<file path="src/logic/rev_consts.svh">
// offsets, field positions, reset values and vector numbers of the unit
// assumes it is included by its bare name from the logic folder
`ifndef REV_CONSTS_SVH
`define REV_CONSTS_SVH
// register byte offsets
`define REV_CTRL_OFF 8'h00
`define REV_FCTX_OFF 8'h04
`define REV_TCLR_OFF 8'h08
`define REV_TMR_OFF 8'h0c
`define REV_IDLE_OFF 8'h10
`define REV_STAT_OFF 8'h14
`define REV_SSP_OFF 8'h18
`define REV_PC_OFF 8'h1c
`define REV_CCTL_OFF 8'h20
`define REV_VBR_SEL 3'b010
`define REV_SW_SEL 3'b011
// control fields
`define REV_CTRL_MAJOR 0
`define REV_CTRL_STD 1
// reset values
`define REV_SW_RST 16'h2700
`define REV_CCTL_RST 16'h1f02
`define REV_VBR_RST 32'h0000_0000
// vector numbers and reset vector offsets
`define REV_VEC_SSP 32'h0000_0000
`define REV_VEC_PC 32'h0000_0004
`define REV_V_BUS 8'h02
`define REV_V_ADDR 8'h03
`define REV_V_UNINIT 8'h0f
`define REV_V_EXT 8'h18
`define REV_V_OVT 8'h40
`define REV_V_PER 8'h42
`define REV_V_ICF 8'h5f
`define REV_RESP_OK 2'b00
`define REV_RESP_ERR 2'b10
`endif

</file>
<file path="src/logic/rev_pkg.sv">
// types shared by the reset and exception vectoring unit
// assumes nothing of its surroundings
package rev_pkg;
    typedef enum logic [2:0] {
        REV_RST,
        REV_LD_SSP,
        REV_LD_PC,
        REV_FETCH,
        REV_RUN,
        REV_HALT
    } rev_state_e;
endpackage

</file>
<file path="src/logic/rev_unit.sv">
// reset sequencing, vector fetch and exception vector dispatch
// assumes a same-clock memory port, same-clock exception sources,
// an axi4-lite master and an asynchronous board reset
`include "rev_consts.svh"
`timescale 1ns/1ns
`default_nettype none
module rev_unit
    import rev_pkg::*;
#(
    parameter int NCTX = 5,
    parameter int NEXT = 8,
    parameter int NPER = 15
) (
    // clock and reset
    input wire logic clk_in,
    input wire logic reset_n_in,
    // core reset pin
    input wire logic core_reset_n_in,
    // axi4-lite slave
    input wire logic [31:0] s_axi_awaddr_in,
    input wire logic s_axi_awvalid_in,
    output logic s_axi_awready_out,
    input wire logic [31:0] s_axi_wdata_in,
    input wire logic [3:0] s_axi_wstrb_in,
    input wire logic s_axi_wvalid_in,
    output logic s_axi_wready_out,
    output logic [1:0] s_axi_bresp_out,
    output logic s_axi_bvalid_out,
    input wire logic s_axi_bready_in,
    input wire logic [31:0] s_axi_araddr_in,
    input wire logic s_axi_arvalid_in,
    output logic s_axi_arready_out,
    output logic [31:0] s_axi_rdata_out,
    output logic [1:0] s_axi_rresp_out,
    output logic s_axi_rvalid_out,
    input wire logic s_axi_rready_in,
    // memory read port
    output logic mem_req_out,
    output logic [31:0] mem_addr_out,
    input wire logic mem_ack_in,
    input wire logic [31:0] mem_data_in,
    input wire logic mem_bus_fault_exception_in,
    input wire logic mem_aerr_in,
    // core state
    output logic in_reset_out,
    output logic halted_out,
    output logic running_out,
    output logic decode_start_out,
    output logic [31:0] instr_out,
    output logic [31:0] ssp_out,
    output logic [31:0] pc_out,
    // exception sources
    input wire logic [2:0] cur_ctx_in,
    input wire logic bus_fault_in,
    input wire logic addr_fault_in,
    input wire logic overtime_in,
    input wire logic [NEXT-1:0] ext_irq_in,
    input wire logic [NPER-1:0] per_irq_in,
    input wire logic exc_done_in,
    // dispatch
    output logic vec_valid_out,
    output logic [7:0] vec_num_out,
    output logic [31:0] vec_addr_out,
    output logic to_master_out,
    output logic may_switch_out
);

// ----------------------------------------
// pin synchroniser
// ----------------------------------------
logic s1_r, s2_r, s3_r, rst_q;
always_ff @(posedge clk_in or negedge reset_n_in) begin
    if (!reset_n_in) begin
        s1_r <= 1'b1;
        s2_r <= 1'b1;
        s3_r <= 1'b1;
        rst_q <= 1'b0;
    end else begin
        s1_r <= core_reset_n_in;
        s2_r <= s1_r;
        s3_r <= s2_r;
        if (s2_r == s3_r) begin
            rst_q <= ~s3_r;
        end
    end
end

// ----------------------------------------
// registers
// ----------------------------------------
rev_state_e state_r;
logic [1:0] ctrl_r;
logic [7:0] fctx_r;
logic [31:0] tclr_r, tmr_r, idle_r, ssp_r, pc_r;
logic [15:0] cctl_r;
logic [31:0] vbr_r [NCTX];
logic [15:0] sw_r [NCTX];
logic busy_r, fbusy_r;

wire logic in_rst = (state_r == REV_RST);
wire logic major = ctrl_r[`REV_CTRL_MAJOR];

// ----------------------------------------
// axi4-lite slave
// ----------------------------------------
logic aw_got_r, w_got_r;
logic [31:0] aw_a_r, w_d_r;
logic [3:0] w_s_r;
wire logic aw_hs = s_axi_awvalid_in && s_axi_awready_out;
wire logic w_hs = s_axi_wvalid_in && s_axi_wready_out;
wire logic do_wr = aw_got_r && w_got_r && !s_axi_bvalid_out;
wire logic [7:0] wa = aw_a_r[7:0];
wire logic whi_ok = (aw_a_r[31:8] == 24'h0);
wire logic wv_sel = whi_ok && (wa[7:5] == `REV_VBR_SEL) && (wa[4:2] < NCTX);
wire logic ws_sel = whi_ok && (wa[7:5] == `REV_SW_SEL) && (wa[4:2] < NCTX);
wire logic [2:0] widx = wa[4:2];
wire logic w_ctrl = whi_ok && (wa == `REV_CTRL_OFF);
wire logic w_fctx = whi_ok && (wa == `REV_FCTX_OFF);
wire logic w_tclr = whi_ok && (wa == `REV_TCLR_OFF);
wire logic w_tmr = whi_ok && (wa == `REV_TMR_OFF);
wire logic w_idle = whi_ok && (wa == `REV_IDLE_OFF);
wire logic w_cctl = whi_ok && (wa == `REV_CCTL_OFF);
wire logic w_ro = whi_ok && (wa == `REV_STAT_OFF || wa == `REV_SSP_OFF ||
    wa == `REV_PC_OFF);
wire logic w_map = w_ctrl || w_fctx || w_tclr || w_tmr || w_idle ||
    w_cctl || wv_sel || ws_sel || w_ro;

function automatic logic [31:0] merge(input logic [31:0] old,
    input logic [31:0] d, input logic [3:0] s);
    logic [31:0] r;
    r = old;
    for (int i = 0; i < 4; i++) begin
        if (s[i]) begin
            r[i*8 +: 8] = d[i*8 +: 8];
        end
    end
    return r;
endfunction

assign s_axi_awready_out = !aw_got_r;
assign s_axi_wready_out = !w_got_r;
assign s_axi_arready_out = !s_axi_rvalid_out;

always_ff @(posedge clk_in or negedge reset_n_in) begin
    if (!reset_n_in) begin
        aw_got_r <= 1'b0;
        w_got_r <= 1'b0;
        aw_a_r <= 32'h0;
        w_d_r <= 32'h0;
        w_s_r <= 4'h0;
        s_axi_bvalid_out <= 1'b0;
        s_axi_bresp_out <= `REV_RESP_OK;
    end else begin
        if (aw_hs) begin
            aw_got_r <= 1'b1;
            aw_a_r <= s_axi_awaddr_in;
        end
        if (w_hs) begin
            w_got_r <= 1'b1;
            w_d_r <= s_axi_wdata_in;
            w_s_r <= s_axi_wstrb_in;
        end
        if (do_wr) begin
            s_axi_bvalid_out <= 1'b1;
            s_axi_bresp_out <= w_map ? `REV_RESP_OK : `REV_RESP_ERR;
        end else if (s_axi_bvalid_out && s_axi_bready_in) begin
            s_axi_bvalid_out <= 1'b0;
            aw_got_r <= 1'b0;
            w_got_r <= 1'b0;
        end
    end
end

// read decode
wire logic [7:0] ra = s_axi_araddr_in[7:0];
wire logic rhi_ok = (s_axi_araddr_in[31:8] == 24'h0);
wire logic [2:0] ridx = ra[4:2];
wire logic rv_sel = rhi_ok && (ra[7:5] == `REV_VBR_SEL) && (ridx < NCTX);
wire logic rs_sel = rhi_ok && (ra[7:5] == `REV_SW_SEL) && (ridx < NCTX);
wire logic [31:0] stat_w = {29'h0, running_out, halted_out, in_reset_out};
wire logic r_hit = rv_sel || rs_sel || (rhi_ok && ra <= `REV_CCTL_OFF &&
    ra[1:0] == 2'b00);
wire logic [31:0] r_val =
    rv_sel ? vbr_r[ridx] :
    rs_sel ? {16'h0, sw_r[ridx]} :
    !rhi_ok ? 32'h0 :
    (ra == `REV_CTRL_OFF) ? {30'h0, ctrl_r} :
    (ra == `REV_FCTX_OFF) ? {24'h0, fctx_r} :
    (ra == `REV_TCLR_OFF) ? tclr_r :
    (ra == `REV_TMR_OFF) ? tmr_r :
    (ra == `REV_IDLE_OFF) ? idle_r :
    (ra == `REV_STAT_OFF) ? stat_w :
    (ra == `REV_SSP_OFF) ? ssp_r :
    (ra == `REV_PC_OFF) ? pc_r :
    (ra == `REV_CCTL_OFF) ? {16'h0, cctl_r} : 32'h0;

always_ff @(posedge clk_in or negedge reset_n_in) begin
    if (!reset_n_in) begin
        s_axi_rvalid_out <= 1'b0;
        s_axi_rdata_out <= 32'h0;
        s_axi_rresp_out <= `REV_RESP_OK;
    end else if (s_axi_arvalid_in && s_axi_arready_out) begin
        s_axi_rvalid_out <= 1'b1;
        s_axi_rdata_out <= r_val;
        s_axi_rresp_out <= r_hit ? `REV_RESP_OK : `REV_RESP_ERR;
    end else if (s_axi_rready_in) begin
        s_axi_rvalid_out <= 1'b0;
    end
end

// ----------------------------------------
// reset and vector fetch sequence
// ----------------------------------------
wire logic mem_done = mem_req_out && (mem_ack_in || mem_bus_fault_exception_in ||
    (state_r == REV_FETCH && mem_aerr_in));
wire logic mem_bad = mem_bus_fault_exception_in || (state_r == REV_FETCH && mem_aerr_in);

assign mem_req_out = (state_r == REV_LD_SSP) || (state_r == REV_LD_PC) ||
    (state_r == REV_FETCH);
assign mem_addr_out = (state_r == REV_LD_SSP) ? vbr_r[0] + `REV_VEC_SSP :
    (state_r == REV_LD_PC) ? vbr_r[0] + `REV_VEC_PC : pc_r;
assign in_reset_out = in_rst;
assign halted_out = (state_r == REV_HALT);
assign running_out = (state_r == REV_RUN);
assign ssp_out = ssp_r;
assign pc_out = pc_r;

// nested fault in the master has nowhere to go
wire logic fault_ev = running_out && !rst_q && (bus_fault_in || addr_fault_in);
wire logic master_dead = fault_ev && fbusy_r && (cur_ctx_in == 3'd0);

always_ff @(posedge clk_in or negedge reset_n_in) begin
    if (!reset_n_in) begin
        state_r <= REV_RST;
        decode_start_out <= 1'b0;
        instr_out <= 32'h0;
    end else begin
        decode_start_out <= 1'b0;
        if (rst_q) begin
            state_r <= REV_RST;
        end else begin
            case (state_r)
                REV_RST: state_r <= REV_LD_SSP;
                REV_LD_SSP: if (mem_done) begin
                    state_r <= mem_bad ? REV_HALT : REV_LD_PC;
                end
                REV_LD_PC: if (mem_done) begin
                    state_r <= mem_bad ? REV_HALT : REV_FETCH;
                end
                REV_FETCH: if (mem_done) begin
                    state_r <= mem_bad ? REV_HALT : REV_RUN;
                    decode_start_out <= !mem_bad;
                    instr_out <= mem_data_in;
                end
                REV_RUN: if (master_dead) begin
                    state_r <= REV_HALT;
                end
                REV_HALT: state_r <= REV_HALT;
                default: state_r <= REV_HALT;
            endcase
        end
    end
end

// ----------------------------------------
// exception dispatch
// ----------------------------------------
function automatic logic [4:0] first_set(input logic [NPER-1:0] v);
    logic [4:0] r;
    r = 5'h0;
    for (int i = NPER - 1; i >= 0; i--) begin
        if (v[i]) begin
            r = {1'b1, 4'(i)};
        end
    end
    return r;
endfunction

wire logic [4:0] ext_f = first_set(NPER'(ext_irq_in));
wire logic [4:0] per_f = first_set(per_irq_in);
wire logic irq_ev = running_out && !rst_q && !busy_r && !fault_ev &&
    (overtime_in || ext_f[4] || per_f[4]);
wire logic nested = fault_ev && fbusy_r && (cur_ctx_in != 3'd0);
wire logic std_mode = ctrl_r[`REV_CTRL_STD];
wire logic [7:0] sel_vec =
    nested ? `REV_V_ICF :
    bus_fault_in ? `REV_V_BUS :
    addr_fault_in ? `REV_V_ADDR :
    overtime_in ? `REV_V_OVT :
    ext_f[4] ? `REV_V_EXT + {4'h0, ext_f[3:0]} :
    `REV_V_PER + {4'h0, per_f[3:0]};
wire logic sel_master = nested || (!fault_ev && overtime_in && std_mode);
wire logic [2:0] base_ctx = (sel_master || cur_ctx_in >= NCTX) ? 3'd0 :
    cur_ctx_in;
// own base, master base when sent to master or context out of range, offset four times number
wire logic [31:0] sel_addr = vbr_r[base_ctx] + {22'h0, sel_vec, 2'b00};
wire logic take = (fault_ev && !master_dead) || irq_ev;

always_ff @(posedge clk_in or negedge reset_n_in) begin
    if (!reset_n_in) begin
        vec_valid_out <= 1'b0;
        vec_num_out <= 8'h0;
        vec_addr_out <= 32'h0;
        to_master_out <= 1'b0;
        may_switch_out <= 1'b0;
    end else begin
        vec_valid_out <= take;
        if (take) begin
            vec_num_out <= sel_vec;
            vec_addr_out <= sel_addr;
            to_master_out <= sel_master;
            may_switch_out <= !fault_ev && !sel_master;
        end
    end
end

// busy flags: a new dispatch, or for fbusy_r a new first fault, beats a done in the same cycle
always_ff @(posedge clk_in or negedge reset_n_in) begin
    if (!reset_n_in) begin
        busy_r <= 1'b0;
        fbusy_r <= 1'b0;
    end else if (in_rst) begin
        busy_r <= 1'b0;
        fbusy_r <= 1'b0;
    end else begin
        busy_r <= take || (busy_r && !exc_done_in);
        fbusy_r <= (fault_ev && !nested) || (fbusy_r && !exc_done_in);
    end
end

// ----------------------------------------
// register writes and reset loads
// ----------------------------------------
always_ff @(posedge clk_in or negedge reset_n_in) begin
    if (!reset_n_in) begin
        ctrl_r <= 2'h0;
        fctx_r <= 8'h0;
        tclr_r <= 32'h0;
        tmr_r <= 32'h0;
        idle_r <= 32'h0;
        cctl_r <= `REV_CCTL_RST;
        ssp_r <= 32'h0;
        pc_r <= 32'h0;
        for (int i = 0; i < NCTX; i++) begin
            vbr_r[i] <= `REV_VBR_RST;
            sw_r[i] <= `REV_SW_RST;
        end
    end else begin
        if (do_wr) begin
            if (w_ctrl) ctrl_r <= 2'(merge({30'h0, ctrl_r}, w_d_r, w_s_r));
            if (w_fctx) fctx_r <= 8'(merge({24'h0, fctx_r}, w_d_r, w_s_r));
            if (w_tclr) tclr_r <= merge(tclr_r, w_d_r, w_s_r);
            if (w_tmr) tmr_r <= merge(tmr_r, w_d_r, w_s_r);
            if (w_idle) idle_r <= merge(idle_r, w_d_r, w_s_r);
            if (w_cctl) cctl_r <= 16'(merge({16'h0, cctl_r}, w_d_r, w_s_r));
            if (wv_sel) vbr_r[widx] <= merge(vbr_r[widx], w_d_r, w_s_r);
            if (ws_sel) sw_r[widx] <= 16'(merge({16'h0, sw_r[widx]}, w_d_r,
                w_s_r));
        end
        if (nested || (fault_ev && overtime_in && std_mode)) begin
            fctx_r <= {5'h0, cur_ctx_in};
        end
        if (state_r == REV_LD_SSP && mem_ack_in && !mem_bus_fault_exception_in) begin
            ssp_r <= mem_data_in;
        end
        if (state_r == REV_LD_PC && mem_ack_in && !mem_bus_fault_exception_in) begin
            pc_r <= mem_data_in;
        end
        if (in_rst) begin
            // master and timer loads on both kinds
            vbr_r[0] <= `REV_VBR_RST;
            sw_r[0] <= `REV_SW_RST;
            cctl_r <= `REV_CCTL_RST;
            fctx_r <= 8'h0;
            tclr_r <= 32'h0;
            tmr_r <= 32'h0;
            idle_r <= 32'h0;
            if (major) begin
                ctrl_r[`REV_CTRL_STD] <= 1'b0;
                ssp_r <= 32'h0;
                pc_r <= 32'h0;
                for (int i = 1; i < NCTX; i++) begin
                    vbr_r[i] <= `REV_VBR_RST;
                    sw_r[i] <= `REV_SW_RST;
                end
            end
        end
    end
end
endmodule
`default_nettype wire

</file>
<file path="config.mk">
export PLATFORM = sky130hd
export DESIGN_NAME = rev_unit
export DESIGN_NICKNAME = d
export VERILOG_FILES = /design/src/logic/rev_pkg.sv /design/src/logic/rev_unit.sv
export VERILOG_INCLUDE_DIRS = /design/src /design/src/logic
export SDC_FILE = /design/constraint.sdc
export NUM_CORES = 2
export LEC_CHECK = 0
export BUFFER_PORTS_ARGS = -buffer_cell sky130_fd_sc_hd__buf_2
export CORE_MARGIN = 2
export CORE_UTILIZATION = 40
export DETAILED_ROUTE_END_ITERATION = 10
export MAX_ROUTING_LAYER = met4
export PLACE_DENSITY = 0.59
export REMOVE_ABC_BUFFERS = 1
export SLEW_MARGIN = 0
export SYNTH_ARGS = -nofsm -noshare
export SYNTH_HDL_FRONTEND = slang
export SYNTH_SLANG_ARGS = --single-unit
</file>
<file path="constraint.sdc">
create_clock -name clk_in -period 4.7 [get_ports clk_in]
set_input_delay 0.47 -clock clk_in [delete_from_list [all_inputs] [get_ports clk_in]]
set_output_delay 0.47 -clock clk_in [all_outputs]
set_load 0.01 [all_outputs]
</file>
======== Word-level counts from Yosys, hierarchy flattened ========
Cells that the tools add are included.
storage, ports and cells
  register bits ........................... 619
  output and inout bits ................... 217
  word-level logic and storage cells ...... 377
cells by class
  add/subtract/negate cells ............... 4
  $lt $le $gt $ge ......................... 8
  equality and inequality tests ........... 30
  mux-type cells .......................... 147
  bitwise operators ....................... 5
  reduce and logical (&&, ||, !) cells .... 130
operator list
  operator                                                          count
  32-bit 2-to-1 mux                                                 35
  160-bit 2-to-1 mux                                                3
  32-bit binary-select mux with 3-bit select                        3
  8-bit 2-to-1 mux                                                  31
  80-bit 2-to-1 mux                                                 3
  160-bit bitwise mux                                               1
  16-bit 2-to-1 mux                                                 9
  128-bit 2-to-1 mux                                                1
  5-bit 2-to-1 mux                                                  23
  16-bit binary-select mux with 3-bit select                        2
  32-bit demux with 3-bit select                                    1
  80-bit bitwise mux                                                1
  8-bit by 5-bit == test with 1-bit output (second input constant)  8
  64-bit 2-to-1 mux                                                 1
  3-bit AND reduction                                               17
  16-bit demux with 3-bit select                                    1
  24-bit logical NOT                                                2
  1-bit logical AND                                                 47
  32-bit by 10-bit adder with 32-bit output                         1
  32-bit by 3-bit adder with 32-bit output (second input constant)  1
  8-bit by 4-bit == test with 1-bit output (second input constant)  4
  1-bit logical OR                                                  26
  2-bit nonzero test                                                13
  3-bit 2-to-1 mux                                                  8
  other kinds (27)                                                  82

======== Logic depth before layout (Yosys ltp) ========
  word-level depth ........................ 22
  mapped depth ............................ 20
  mapped depth without buffers ............ 19

======== Worst setup path after synthesis ========
OpenSTA, ideal clock, no wires.
  path kind ............................... reg2reg
  start point ............................. register rst_q
  end point ............................... register vec_addr_out[28]
  library setup time ...................... 0.082 ns
  arrival time ............................ 4.572 ns
  required time ........................... 4.618 ns
  setup slack ............................. 0.047 ns
  cell stages (with the launch flop) ...... 20
  path buffers ............................ 4
  clock period less this slack ............ 4.653 ns
  cell sequence ........................... dfrtp_1 -> or4b_4 -> nor3_4 -> or3_1 -> buf_6 -> buf_2 -> buf_1 -> buf_1 -> nor2_1 -> a21oi_1 -> ha_1 -> fa_1 -> a21o_1 -> a21oi_1 -> o21bai_1 -> a41oi_1 -> nor3_1 -> nand4_2 -> or4_1 -> a31oi_1
on the way
  word-level cells in the longest chain between the ends .. 14
  elaborated cells on any way between the ends .. 24
  those cells by class .................... 1 x add/sub; 5 x mux; 1 x bitwise; 17 x reduce/logical
ends and longest elaborated chain
  what                                                  line                              source
  from (decl)                                           rev_unit.sv:71                    logic s1_r, s2_r, s3_r, rst_q;
  from (signal assigned)                                rev_unit.sv:83                    rst_q <= ~s3_r;
  1-bit logical NOT (*)                                 rev_unit.sv:229, rev_unit.sv:281
  1-bit logical AND (*)                                 rev_unit.sv:229, rev_unit.sv:281
  1-bit logical AND                                     rev_unit.sv:229                   wire logic fault_ev = running_out && !rst_q && (bus_fault_in || addr_fault_in);
  1-bit logical NOT                                     rev_unit.sv:281, rev_unit.sv:292
  1-bit logical AND (2 in a row)                        rev_unit.sv:292                   wire logic sel_master = nested || (!fault_ev && overtime_in && std_mode);
  1-bit logical OR                                      rev_unit.sv:292
  1-bit logical OR                                      rev_unit.sv:293                   wire logic [2:0] base_ctx = (sel_master || cur_ctx_in >= NCTX) ? 3'd0 :
  3-bit 2-to-1 mux                                      rev_unit.sv:293
  3-bit NOT with 4-bit output (not written as such)     rev_unit.sv:296                   wire logic [31:0] sel_addr = vbr_r[base_ctx] + {22'h0, sel_vec, 2'b00};
  32-bit binary-select mux with 3-bit select            rev_unit.sv:296
  32-bit 2-to-1 mux (not written as such) (2 in a row)  rev_unit.sv:296
  32-bit by 10-bit adder with 32-bit output             rev_unit.sv:296
  to (signal assigned)                                  rev_unit.sv:310                   vec_addr_out <= sel_addr;
  to (decl)                                             rev_unit.sv:63                    output logic [31:0] vec_addr_out,
Every way passes the cells marked *; elsewhere a longest branch is shown, timed or not. The select of a mux whose other input is x is not followed.
A chain may end at the register's enable or synchronous reset.

======== Final worst setup path ========
  start point ............................. register vbr_r[132] (netlist bit)
  end point ............................... output port mem_addr_out[28]
on the way
  word-level cells in the longest chain between the ends .. 3
ends and longest elaborated chain
  what                                                       line             source
  from (decl)                                                rev_unit.sv:96   logic [31:0] vbr_r [NCTX];
  from (signal, indexed assignment)                          rev_unit.sv:345  vbr_r[i] <= `REV_VBR_RST;
  from (signal, indexed assignment)                          rev_unit.sv:356  if (wv_sel) vbr_r[widx] <= merge(vbr_r[widx], w_d_r, w_s_r);
  from (signal, indexed assignment)                          rev_unit.sv:383  vbr_r[i] <= `REV_VBR_RST;
  32-bit by 3-bit adder with 32-bit output (no source line)  -
  32-bit 2-to-1 mux                                          rev_unit.sv:221  (state_r == REV_LD_PC) ? vbr_r[0] + `REV_VEC_PC : pc_r;
  32-bit 2-to-1 mux                                          rev_unit.sv:220  assign mem_addr_out = (state_r == REV_LD_SSP) ? vbr_r[0] + `REV_VEC_SSP :
  to (decl)                                                  rev_unit.sv:39   output logic [31:0] mem_addr_out,
Every way passes these cells.

==> out/metrics.cfg <==
[outcome]
status=finished, final reports clean

[floorplanning]
die_area_um2=84000
die_h_um=290
coreArea_um2=80700
dieWidth_um=290
floorplan.initialDensity_pct=40.5
num_io_pins=390
num_rows=104

[finish]
nets=3886
design_area_um2=38500
area_delta_synth_final_pct=17.8
drive_above_1_share_pct=26.2
fillers=7646

[cts]
clk_pin_slew_ns=0.06
cts_root_buffer=clkbuf_16
insertion_delay_ns=0.63
cts-htree-levels=3
cts_max_path_buffers=3
cts_tree=done
cts_made_buffers=73
clock_sinks=615

[setup_path]
startpoint_type=register
crit_fanout=8
worst_ep_arrival_time_ns=4.07
crit_path_end_kind=primary output
required_ns=4.23
path_cells=nand3_1 > nor4_1 > nand4_1 > nor3_1 > and3_1 > and2_1 > a21o_1 > a21oi_1 > a21oi_1 > buf_2
crit_type=reg -> out
cpMostUsedCell=a21oi_1
max_stage_delay_ns=0.68
cpMaxStageDelayCell=dfrtp_1

[grt]
grt_remaining_overflow=0
grt_max_degree=134
grt_pass1_vias=29200
grt.total_usage_pct=30.4
grt_pass1_wl_um=189000
antenna_found_initial=4

[pwr]
ir_drop_mv=0.412
cellPowerDensity_nw_per_um2=467
p_leak_nw=17.1
finalPower_mw=18.0

[route]
drt-total-wl_um=126000
vias=29500
drc=0
firstDrtPassIters=8
post_drt_wl_per_cell_um=26.2
drt_iter0_drc=3059
vias_per_cell=6.11
drtAntennaViolNets=0

[logic_synthesis]
syn_area_um2=32700
synth_top_area_share_pct=44.9
syn-instance-count=3387
post_synth.cell_area_avg_um2=9.65
synth_area_leader_cell=dfrtp_1
netlist_top_cells_count=nand2_1, dfrtp_1, a21oi_1, clkbuf_1, mux2_2
async_reset_ff_share_pct=100
synth_edf_count=0
synth_cell_types=88
synth_area_leaders=dfrtp_1, nand2_1, mux2_2
synth-main-ff-cell=dfrtp_1
ys_ff_latch=615
yosysMostFrequentCell=nand2_1
yosysWarnings=0
ys_seq_area_share_pct=47.2

[timing]
fmax_ghz=0.220
rsz0062_at_grt=no
setup_viol=0
min_period_over_period_pct=96.5
fin_crit_ns=4.54
maxSlewHeadroom_pct=21.7
slew_violations=0
hold_violations=0
holdWs_ns=0.0451
skew_ns=0.0330
worst_pin_slew_ns=1.17

[placed_design]
dp_hpwl_um=87100
place.gp.congestion=0.928
numPortBuffers=385
place_area_um2=36000

[run]
maxCapViolCount=0

[hold_path]
hold_class=in -> reg

==> cells by family after synthesis <==
kind of cell | after synthesis | synth area share (%)
other | 1 | 0.0115
and+or+nand+nor | 1206 | 16.2
buffers and inverters | 304 | 3.63
muxes | 350 | 14.6
DFF | 615 | 47.2
xor gates and xnor gates | 18 | 0.482
adders and majority gates | 10 | 0.398
AOI/OAI and AO/OA | 883 | 17.5
==> path summary, 6_finish.rpt <==
kind                                  from                to  slack [ns]  cells past startpoint
setup / recovery                vbr_r[132]  mem_addr_out[28]        0.16                     10
hold / removal             s_axi_bready_in           w_got_r        0.05                      2
setup reg to reg                     rst_q  vec_addr_out[20]        0.37                     18
hold reg to reg                       s1_r              s2_r        0.36                      0
max in group asynchronous       reset_n_in         aw_a_r[3]        3.01                      3
min in group asynchronous       reset_n_in       ssp_out[21]        0.46                      2
==> metal layers <==
metal	wire length, µm	GRT usage (%)	up-vias
met5	0	-	-
met4	7530	15.9	0
met3	9530	4.57	387
met2	60500	48.9	1537
met1	48700	37.3	14700
li1	-	-	12900
==> registers in the layout, indices dropped and copies added, names as in the netlist, 32 cells and up <==
register,flops
s_axi_rdata_out,32
aw_a_r,32
idle_r,32
instr_out,32
vec_addr_out,32
vbr_r,160
sw_r,80
tmr_r,32
pc_out,32
ssp_out,32
tclr_r,32
w_d_r,32
==> layout by cell type (no fill, tap or decap), types with 18 or more instances in the layout <==
cell	n
mux2i_1	54
clkbuf_16	76
o22ai_1	30
nor2_1	155
a222oi_1	23
a21oi_1	346
and2_1	40
nand2_1	731
dfstp_2	29
buf_2	382
buf_4	108
a221oi_1	65
inv_1	38
a2bb2oi_1	18
dfrtp_1	584
nor3_1	47
mux4_2	80
nand2b_1	28
nor2b_1	25
clkbuf_1	25
mux2_2	216
o21ai_0	118
a22o_1	45
a22oi_1	89
nand3_1	52
nor4_1	27
==> where the power goes <==
group	internal, mW	total [mW]	switching, mW
clock	3.41	5.72	2.32
sequential	6.32	7.35	1.03
combinational	1.93	4.91	2.98
total	11.7	18.0	6.32
==> worst max-delay path, delay by kind of cell (launching register included) <==
kind	cells	cell delay [ns]
compound gates	3	0.40
buf+inv	1	0.17
flops	1	0.68
simple gates	6	2.19
==> what timing repair did <==
action,in CTS,in global routing
endpoints found under the hold margin,65,0
gates resized for setup,0,7
buffers inserted,0,3
hold buffers,2,0
setup endpoints to repair,0,13
==> through the flow <==
step | std cells | utilization, % | TNS [ns] | setup slack [ns]
finish | 4823 | 47.8 | 0 | 0.162
global route | 4822 | 47.7 | 0 | 0.0617
CTS | 4818 | 47.7 | 0 | 0.122
detailed placement | 4684 | 44.7 | 0 | 0.113
global placement | 4683 | 44.6 | 0 | 0.224
floorplan | 3128 | - | -3457.65 | -14.70
==> cell type report <==
type                       instances  area [µm²]  area share, %
clock buffer                     118        2230           5.79
clock inverter                    14         163          0.422
timing repair buffer             501        2930           7.59
inverter                          42         158          0.409
sequential                       615       15400           40.0
tap                             1060        1330           3.44
antenna                            2        5.00         0.0130
multi-input combinational       2471       16300           42.3
Power figures use the tool's default switching activity.
